## src/include/eac_pkg.sv

```systemverilog
// Purpose: Shared constants and types for the data EEPROM access control block.
// Assumes: One 100 MHz clock; registers reached through a small I/O select port.
// Notes:   Offsets below are the select codes of the I/O register port.
package eac_pkg;

    // Register select codes on the I/O port.
    localparam logic [1:0] SEL_CONTROL = 2'h0;
    localparam logic [1:0] SEL_DATA    = 2'h1;
    localparam logic [1:0] SEL_ADDR_LO = 2'h2;
    localparam logic [1:0] SEL_ADDR_HI = 2'h3;

    // Field positions in the access control register.
    localparam int BIT_READ_STROBE  = 0;
    localparam int BIT_WRITE_STROBE = 1;
    localparam int BIT_ARM          = 2;
    localparam int BIT_IRQ_ENABLE   = 3;

    // Geometry of the byte array.
    localparam int ADDR_W     = 9;
    localparam int DATA_W     = 8;
    localparam int MEM_BYTES  = 512;

    // Values after reset.
    localparam logic [ADDR_W-1:0] ADDR_RESET = 9'h000;
    localparam logic [DATA_W-1:0] DATA_RESET = 8'h00;

    // Clock rates and the derived oscillator divider.
    localparam int CLK_FREQ_HZ = 100_000_000;
    localparam int OSC_FREQ_HZ = 1_000_000;
    localparam int OSC_DIV     = CLK_FREQ_HZ / OSC_FREQ_HZ;
    localparam int DIV_W       = 7;

    // Write duration in oscillator cycles.
    localparam int WRITE_OSC_CYCLES = 8448;
    localparam int WRITE_CNT_W      = 14;

    // Arm window and stall lengths in clock cycles.
    localparam logic [1:0] ARM_CYCLES_M1 = 2'h3;
    localparam logic [2:0] WRITE_STALL   = 3'h2;
    localparam logic [2:0] READ_STALL    = 3'h4;

    // Write timer states, Gray coded.
    typedef enum logic [1:0] {
        WT_IDLE = 2'b00,
        WT_RUN  = 2'b01
    } eac_wt_state_t;

endpackage : eac_pkg

```

## src/include/eac_timer_if.sv

```systemverilog
// Purpose: Carries the start, busy and done signals to the write timer.
// Assumes: All signals live in the clk_sys domain.
// Notes:   The controller owns start; the timer owns busy and done.
interface eac_timer_if;
    logic start;  // One-cycle request to begin a timed write.
    logic busy;   // High while the timed write runs.
    logic done;   // One-cycle pulse when the write time has elapsed.

    modport ctrl  (output start, input  busy, input  done);
    modport timer (input  start, output busy, output done);
endinterface : eac_timer_if
```

## src/hdl/eac_top.sv

```systemverilog
// Purpose: Access control for the 512-byte data EEPROM as seen by the processor.
// Assumes: I/O port writes and reads are single-cycle strobes in clk_sys.
// Notes:   cpu_rst clears software state but lets a running write finish.
module eac_top #(
    parameter logic [eac_pkg::WRITE_CNT_W-1:0] WRITE_OSC_CYCLES =
        14'(eac_pkg::WRITE_OSC_CYCLES)
) (
    input  wire logic                         clk_sys,
    input  wire logic                         sys_rst,
    input  wire logic                         cpu_rst,
    input  wire logic [1:0]                   io_sel,
    input  wire logic                         io_wr,
    input  wire logic                         io_rd,
    input  wire logic [eac_pkg::DATA_W-1:0]   io_wdata,
    output logic      [eac_pkg::DATA_W-1:0]   io_rdata,
    input  wire logic                         global_irq_enable,
    input  wire logic                         self_prog_active,
    output logic                              ready_irq,
    output logic                              cpu_stall,
    output logic                              osc_run_req
);

    // Software-visible register state.
    logic                          ready_irq_enable; // Interrupt enable bit.
    logic                          master_write_arm; // Arm bit, self-clearing.
    logic [1:0]                    arm_cnt;          // Cycles left in the arm window.
    logic                          write_strobe;     // High for a whole write.
    logic                          read_strobe;      // High for one cycle after a read.
    logic [eac_pkg::ADDR_W-1:0]    byte_address_reg; // Selected byte.
    logic [eac_pkg::DATA_W-1:0]    byte_data_reg;    // Byte to write or byte read.
    logic [2:0]                    stall_cnt;        // Processor stall cycles left.

    // Latched write operands; software may change its registers mid-write.
    // Both are cleared only by power-on reset, never by the processor reset.
    logic [eac_pkg::ADDR_W-1:0]    wr_addr;
    logic [eac_pkg::DATA_W-1:0]    wr_data;

    // Storage array; it keeps its contents through every reset.
    // Its contents are unknown in simulation until a byte is written.
    logic [eac_pkg::DATA_W-1:0]    mem [eac_pkg::MEM_BYTES];

    // Start, busy and done travel to the write timer in one bundle.
    // The controller raises start; the timer answers with busy and done.
    eac_timer_if tmr ();

    // Decoded write strobes for each register.
    // Only one select code is live per access, so at most one of these is high.
    wire wr_ctrl   = io_wr && (io_sel == eac_pkg::SEL_CONTROL);
    wire wr_data_s = io_wr && (io_sel == eac_pkg::SEL_DATA);
    wire wr_alo    = io_wr && (io_sel == eac_pkg::SEL_ADDR_LO);
    wire wr_ahi    = io_wr && (io_sel == eac_pkg::SEL_ADDR_HI);

    // Fields of a control register write.
    // The arm and strobe bits act separately; a strobe written with the arm bit finds the arm still clear.
    wire set_arm    = wr_ctrl && io_wdata[eac_pkg::BIT_ARM];
    wire set_strobe = wr_ctrl && io_wdata[eac_pkg::BIT_WRITE_STROBE];
    wire set_read   = wr_ctrl && io_wdata[eac_pkg::BIT_READ_STROBE];

    // A write starts only when armed, idle and flash self-programming is quiet.
    wire write_busy  = write_strobe || tmr.busy;
    wire write_start = set_strobe && master_write_arm
                       && !write_busy
                       && !self_prog_active;
    // A strobe that arrives while busy is dropped rather than queued.
    // Software polls the strobe bit before each write, and a queued write
    // would hide from that poll.
    // Reads and address changes are locked out while a write runs.
    wire read_start  = set_read && !write_busy;
    wire addr_open   = !write_busy;

    assign tmr.start = write_start;

    // Interrupt level, not a pulse: it stands as long as the strobe is low.
    assign ready_irq   = ready_irq_enable && global_irq_enable && !write_strobe;
    assign cpu_stall   = (stall_cnt != 3'h0);
    // The oscillator must keep running while a write is active, even in sleep.
    assign osc_run_req = tmr.busy;

    // Read-back values, reserved bits forced to zero.
    // Reserved bits are tied off here rather than stored, so no write can set them.
    wire [eac_pkg::DATA_W-1:0] ctrl_view = {4'h0, ready_irq_enable, master_write_arm,
                                            write_strobe, read_strobe};
    wire [eac_pkg::DATA_W-1:0] ahi_view  = {7'h00, byte_address_reg[8]};
    // Read multiplexer; the register select alone picks the view.
    wire [eac_pkg::DATA_W-1:0] rd_mux    =
        (io_sel == eac_pkg::SEL_CONTROL) ? ctrl_view :
        (io_sel == eac_pkg::SEL_DATA)    ? byte_data_reg :
        (io_sel == eac_pkg::SEL_ADDR_LO) ? byte_address_reg[7:0] : ahi_view;

    // Write timer: divides clk_sys down to the 1 MHz tick and counts the write.
    // It sees only sys_rst, so a processor reset cannot cut a write short.
    eac_write_timer #(
        .OSC_CYCLES (WRITE_OSC_CYCLES)
    ) u_timer (
        .clk_sys (clk_sys),
        .sys_rst (sys_rst),
        .tmr     (tmr.timer)
    );

    // Interrupt enable bit; plain software storage.
    // Every control write rewrites it, so software keeps the bit set in each
    // arm and strobe write if it wants the ready interrupt.
    always_ff @(posedge clk_sys) begin
        if (sys_rst || cpu_rst) begin
            ready_irq_enable <= 1'b0;
        end else if (wr_ctrl) begin
            ready_irq_enable <= io_wdata[eac_pkg::BIT_IRQ_ENABLE];
        end
    end

    // Arm bit: set by software, cleared by hardware after four cycles.
    // An interrupt between arming and strobing therefore loses the write.
    // The window counts from the arming write itself, so a strobe is taken
    // on any of the four following edges and on none after them.
    always_ff @(posedge clk_sys) begin
        if (sys_rst || cpu_rst) begin
            master_write_arm <= 1'b0;
            arm_cnt          <= 2'h0;
        end else if (set_arm) begin
            master_write_arm <= 1'b1;
            arm_cnt          <= eac_pkg::ARM_CYCLES_M1;
        end else if (master_write_arm) begin
            arm_cnt          <= arm_cnt - 2'h1;
            master_write_arm <= (arm_cnt != 2'h0);
        end
    end

    // Write strobe: held high for the whole write, cleared at completion.
    // Processor reset leaves it alone so a running write keeps its status.
    // Writing zero to the strobe bit never clears it; only the timer can.
    always_ff @(posedge clk_sys) begin
        if (sys_rst) begin
            write_strobe <= 1'b0;
        end else if (write_start) begin
            write_strobe <= 1'b1;
        end else if (tmr.done) begin
            write_strobe <= 1'b0;
        end
    end

    // Operands latched at start; the commit uses these, not the live registers.
    always_ff @(posedge clk_sys) begin
        if (sys_rst) begin
            wr_addr <= eac_pkg::ADDR_RESET;
            wr_data <= eac_pkg::DATA_RESET;
        end else if (write_start) begin
            wr_addr <= byte_address_reg;
            wr_data <= byte_data_reg;
        end
    end

    // Commit the byte when the timed write ends; not reset, survives cpu_rst.
    // Nothing here reads the live registers, so software may load the next
    // data byte while the current one is still being programmed.
    always_ff @(posedge clk_sys) begin
        if (tmr.done) begin
            mem[wr_addr] <= wr_data;
        end
    end

    // Read strobe reads back high for one cycle after an accepted read.
    // The bit is informative only; software never needs to clear it.
    always_ff @(posedge clk_sys) begin
        if (sys_rst || cpu_rst) begin
            read_strobe <= 1'b0;
        end else begin
            read_strobe <= read_start;
        end
    end

    // Address register; frozen while a write is in progress.
    // Writes to either half are dropped, not delayed, while a write runs;
    // the latched operands already hold the address being programmed.
    always_ff @(posedge clk_sys) begin
        if (sys_rst || cpu_rst) begin
            byte_address_reg <= eac_pkg::ADDR_RESET;
        end else if (wr_alo && addr_open) begin
            byte_address_reg[7:0] <= io_wdata;
        end else if (wr_ahi && addr_open) begin
            byte_address_reg[8] <= io_wdata[0];
        end
    end

    // Data register: software writes it, a read loads the addressed byte.
    // A read takes priority over a same-cycle software write; they cannot
    // both arrive in one I/O access anyway.
    // Software may reload it mid-write; the byte programmed is the latched copy.
    always_ff @(posedge clk_sys) begin
        if (sys_rst || cpu_rst) begin
            byte_data_reg <= eac_pkg::DATA_RESET;
        end else if (read_start) begin
            byte_data_reg <= mem[byte_address_reg];
        end else if (wr_data_s) begin
            byte_data_reg <= io_wdata;
        end
    end

    // Stall counter: two cycles for a write start, four for a read.
    // Loading rather than adding keeps each stall length exact even when a
    // new start arrives while an older stall is still draining.
    // A write start wins over a read start taken in the same control write.
    always_ff @(posedge clk_sys) begin
        if (sys_rst || cpu_rst) begin
            stall_cnt <= 3'h0;
        end else if (write_start) begin
            stall_cnt <= eac_pkg::WRITE_STALL;
        end else if (read_start) begin
            stall_cnt <= eac_pkg::READ_STALL;
        end else if (stall_cnt != 3'h0) begin
            stall_cnt <= stall_cnt - 3'h1;
        end
    end

    // Registered read data, one cycle after the read strobe.
    // Only an I/O read updates it, so the value stands until the next read.
    // Processor reset leaves it alone; power-on reset alone clears it.
    always_ff @(posedge clk_sys) begin
        if (sys_rst) begin
            io_rdata <= eac_pkg::DATA_RESET;
        end else if (io_rd) begin
            io_rdata <= rd_mux;
        end
    end

endmodule : eac_top

```

## src/hdl/eac_write_timer.sv

```systemverilog
// Purpose: Times one EEPROM write with a 1 MHz tick derived from clk_sys.
// Assumes: Only sys_rst can stop it; processor reset never reaches here.
// Notes:   The tick divider free-runs only while a write is busy, to save power.
module eac_write_timer #(
    parameter logic [eac_pkg::WRITE_CNT_W-1:0] OSC_CYCLES = 14'(eac_pkg::WRITE_OSC_CYCLES)
) (
    input  wire logic   clk_sys,
    input  wire logic   sys_rst,
    eac_timer_if.timer  tmr
);

    eac_pkg::eac_wt_state_t                 state;      // Timer state.
    eac_pkg::eac_wt_state_t                 next_state; // Next timer state.
    logic [eac_pkg::DIV_W-1:0]              div_cnt;    // Clock-to-oscillator divider.
    logic [eac_pkg::WRITE_CNT_W-1:0]        osc_cnt;    // Oscillator ticks elapsed.
    logic                                   osc_tick;   // One-cycle 1 MHz enable.
    logic                                   last_tick;  // Final tick of the write.

    localparam logic [eac_pkg::DIV_W-1:0] DIV_LAST = 7'(eac_pkg::OSC_DIV - 1);

    assign osc_tick  = (state == eac_pkg::WT_RUN) && (div_cnt == DIV_LAST);
    assign last_tick = osc_tick && (osc_cnt == OSC_CYCLES - 14'h0001);
    assign tmr.busy  = (state == eac_pkg::WT_RUN);
    assign tmr.done  = last_tick;

    // Start only from idle; the run ends on the last oscillator tick.
    always_comb begin
        next_state = state;
        unique case (state)
            eac_pkg::WT_IDLE: begin
                if (tmr.start) begin
                    next_state = eac_pkg::WT_RUN;
                end
            end
            eac_pkg::WT_RUN: begin
                if (last_tick) begin
                    next_state = eac_pkg::WT_IDLE;
                end
            end
        endcase
    end

    // State and counters; both counters restart from zero on each start.
    always_ff @(posedge clk_sys) begin
        if (sys_rst) begin
            state   <= eac_pkg::WT_IDLE;
            div_cnt <= '0;
            osc_cnt <= '0;
        end else begin
            state   <= next_state;
            div_cnt <= (state != eac_pkg::WT_RUN || osc_tick) ? '0 : div_cnt + 7'h01;
            osc_cnt <= (state != eac_pkg::WT_RUN || last_tick) ? '0 :
                       osc_cnt + {13'h0000, osc_tick};
        end
    end

endmodule : eac_write_timer

```

## config.mk

```make
export PLATFORM = sky130hd
export DESIGN_NAME = eac_top
export DESIGN_NICKNAME = d
export VERILOG_FILES = /design/src/include/eac_pkg.sv /design/src/include/eac_timer_if.sv /design/src/hdl/eac_top.sv /design/src/hdl/eac_write_timer.sv
export SDC_FILE = /design/constraint.sdc
export NUM_CORES = 2
export LEC_CHECK = 0
export BUFFER_PORTS_ARGS = -buffer_cell sky130_fd_sc_hd__clkbuf_2
export CORE_MARGIN = 3
export CORE_UTILIZATION = 40
export DETAILED_ROUTE_END_ITERATION = 16
export PLACE_DENSITY = 0.66
export SYNTH_ARGS = -nofsm -noshare
export SYNTH_HDL_FRONTEND = slang
export SYNTH_SLANG_ARGS = --single-unit
```

## constraint.sdc

```tcl
create_clock -name clk_sys -period 11.81 [get_ports clk_sys]
set_input_delay 2.362 -clock clk_sys [delete_from_list [all_inputs] [get_ports clk_sys]]
set_output_delay 2.362 -clock clk_sys [all_outputs]
set_load 0.05 [all_outputs]
```

==> results.tsv <==
metric	value	unit
die area	0.414	mm^2
min-delay worst type	reg -> reg	
measured slew at the worst slew-check pin	1.43	ns
Layout Nets	7899	
dpl hpwl	266000	um
Clock Sinks	4169	
Crit. End Element	register	
Post-synth top flop	edfxtp_1	
Avg Cell Area, Syn	21.0	um^2
CTS Buf Count	412	
Post-Synthesis Cells	7733	
Post-Route Setup TNS	0	ns
slew margin rel.	4.47	%
Worst VDD drop	0.133	mV
WHS	0.455	ns
chip height	643	um
fmax	0.179	GHz
Post-Syn Nets	7756	
largest register by flop count	mem	
core area	0.404	mm^2
largest net degree at the start of global routing	242	
Lkg Pwr	43.8	nW
required time of the critical path	12.68	ns
hold_buf cts	0	
post-synthesis mux area share	16.1	%
Post-synth EDFFs	4096	
r2r worst-path depth	8	
total power	29.0	mW
Synth Area in Adders	0.0462	%
maxcap violations	0	
WL final	446000	um
Distinct cells, synth	86	
CTS tree	yes	
flop2flop setup slack	6.22	ns
fin cells	13642	
# IOs	28	
skew final	0.0811	ns
Vias	82048	
global-route wire length before repair	632000	um
Tcrit/Tclk final	47.3	%
clock latency on the worst-skew pair	0.98	ns
WL per Instance	32.7	um
simple-gate share of the synthesized area	3.21	%
dpl cell area	0.168	mm^2
Synth Area in XOR/XNOR	0.0916	%
Min-Delay Path Depth	1	
Worst Path Max Fanout	53	
WS Path Type	reg -> reg	
vias per cell	6.01	
max FFs per register	4096	
CTS H-Tree Depth	5	
GRT overflow	0	
top flop regs	mem x4096, u_timer.osc_cnt x14	
Tmin final	5.59	ns
GRT Total Usage	21.3	%
combinational family with the most area after synthesis	multiplexers	
Die X	643	um
Post-Synthesis Cell Area	0.162	mm^2
final setup fails	0	
ys async rst share	0	%
RSZ-0062 raised after global routing	no	
initial antenna violation count	24	
startpoint types	register	
Inst Count DP	12867	
Synth warnings	0	
setup bufs post-CTS	0	
post-detailed-route count of antenna-violating nets	0	
area grow syn2layout	11.7	%
Clock Tree Buf Depth	4	
routability-driven placement congestion ratio	0.901	
vias in the first global route	81327	
sequential share of the synthesized area	76.6	%
share of cells above drive strength 1	23.3	%
Worst-path clk slew	0.07	ns
Critical Path AT	6.46	ns
status	completed	
design area	0.182	mm^2
Fin. Hold Viols	0	
Yosys reg bits	4169	
CTS root buf	clkbuf_16	
initial core utilization	40.2	%
number of port buffers	27	
initial DRC count	11941	
Pwr Density	160	mW/mm^2
DRC Markers	0	
Slew Limit Fails	0	
Row Count	233	
compound-gate portion of the synthesized area	2.14	%
DRT Pass-1 Iters	8	
Post-CTS Resized	0	
## per-layer routing
| layer | global-route usage (%) | routed length, um | vias up |
|---|---|---|---|
| met1 | 28.6 | 164000 | 43474 |
| met4 | 8.98 | 21400 | 18 |
| li1 | - | - | 32391 |
| met5 | 0 | 130 | - |
| met3 | 6.03 | 54100 | 971 |
| met2 | 32.6 | 206000 | 5194 |
## area by class of cell
cell class / instances / area, um^2
fillers: 33275 / 222000
flip-flops and latches: 4169 / 125000
multi-input cells: 3072 / 35400
clock buffers: 503 / 10800
well taps: 5405 / 6760
clock inverters: 255 / 2280
repair buffers: 203 / 1680
inverters: 18 / 90.1
diodes: 17 / 42.5
## cells by family (layout without fill, tap and decap cells)
group                    Yosys count  after routing
AND/OR/NAND/NOR                 1238           1238
adder cells (fa/ha/maj)            6              6
flip-flops                      4169           4169
buffers and inverters            492            979
AO/OA/AOI/OAI                    492            492
multiplexers                    1319           1319
other                              0             17
XOR/XNOR                          17             17
## Yosys cell counts (7+ instances only)
| cell | number | area share [%] |
|---|---|---|
| edfxtp_1 | 4096 | 76 |
| mux4_2 | 1032 | 14 |
| nor2_1 | 632 | 1.5 |
| nand2_1 | 361 | 0.83 |
| mux2i_1 | 247 | 1.5 |
| clkbuf_1 | 180 | 0.42 |
| buf_2 | 115 | 0.35 |
| a21oi_1 | 90 | 0.28 |
| dfxtp_1 | 73 | 0.90 |
| nand3_1 | 70 | 0.22 |
| o22ai_1 | 70 | 0.27 |
| buf_4 | 67 | 0.31 |
| buf_6 | 61 | 0.42 |
| o221ai_1 | 54 | 0.29 |
| o21ai_0 | 44 | 0.14 |
| a22oi_1 | 40 | 0.18 |
| mux2_2 | 40 | 0.28 |
| and3_1 | 34 | 0.13 |
| buf_1 | 29 | 0.067 |
| a211oi_1 | 27 | 0.12 |
| a31oi_1 | 26 | 0.10 |
| nor2b_1 | 24 | 0.092 |
| nor3_1 | 21 | 0.065 |
| nand2b_1 | 20 | 0.077 |
| a311oi_1 | 19 | 0.10 |
| buf_8 | 16 | 0.15 |
| nand4_1 | 16 | 0.062 |
| inv_1 | 15 | 0.035 |
| a2111oi_0 | 14 | 0.075 |
| a221oi_1 | 14 | 0.075 |
| and2_1 | 12 | 0.046 |
| xor2_1 | 12 | 0.065 |
| a32oi_1 | 9 | 0.049 |
| nor4_1 | 9 | 0.035 |
| o211ai_1 | 9 | 0.042 |
| o311ai_0 | 7 | 0.038 |
| o31ai_1 | 7 | 0.032 |
| or3_1 | 7 | 0.027 |
## placed cells by master (no fill, tap or decap), types with 44 or more instances in the layout
cell type / count
o22ai_1: 70
mux4_2: 1032
mux2i_1: 247
clkbuf_1: 84
clkinv_2: 70
nor2_1: 626
nand3_1: 64
dfxtp_1: 59
clkbuf_16: 416
o21ai_0: 44
buf_4: 157
edfxtp_1: 4096
o221ai_1: 54
nand2_1: 350
clkinv_1: 107
a21oi_1: 90
## stage by stage
stage / setup WS (ns) / utilization (%)
3_5_place_dp: 6.32 / 41.7
2_1_floorplan: 3.79 / -
6_report: 6.22 / 45.0
4_1_cts: 6.33 / 44.9
5_1_grt: 6.00 / 44.9
3_3_place_gp: 6.08 / 41.7
## path summary, 6_finish.rpt
path                                    startpoint                             to
setup / recovery  byte_address_reg[1]$_SDFFE_PP0P_  byte_data_reg[7]$_SDFFE_PP0P_
hold / removal       u_timer.div_cnt[0]$_SDFF_PP0_  u_timer.div_cnt[0]$_SDFF_PP0_
setup reg to reg  byte_address_reg[1]$_SDFFE_PP0P_  byte_data_reg[7]$_SDFFE_PP0P_
hold reg to reg      u_timer.div_cnt[0]$_SDFF_PP0_  u_timer.div_cnt[0]$_SDFF_PP0_
## critical path, stage by stage, from the launching register on
cell and delay (ns):
dfxtp_4 0.68, buf_4 0.68, buf_4 0.79, buf_4 0.51, mux4_2 0.56, mux4_2 0.52
a2111oi_2 1.06, a311oi_1 0.17, a311o_1 0.37
## report_power, final
part / switching, mW / internal (mW)
clock network: 5.56 / 7.23
logic: 0.166 / 0.0719
registers: 0.00886 / 16.0
Note: power is estimated with default switching activity, not from simulation.
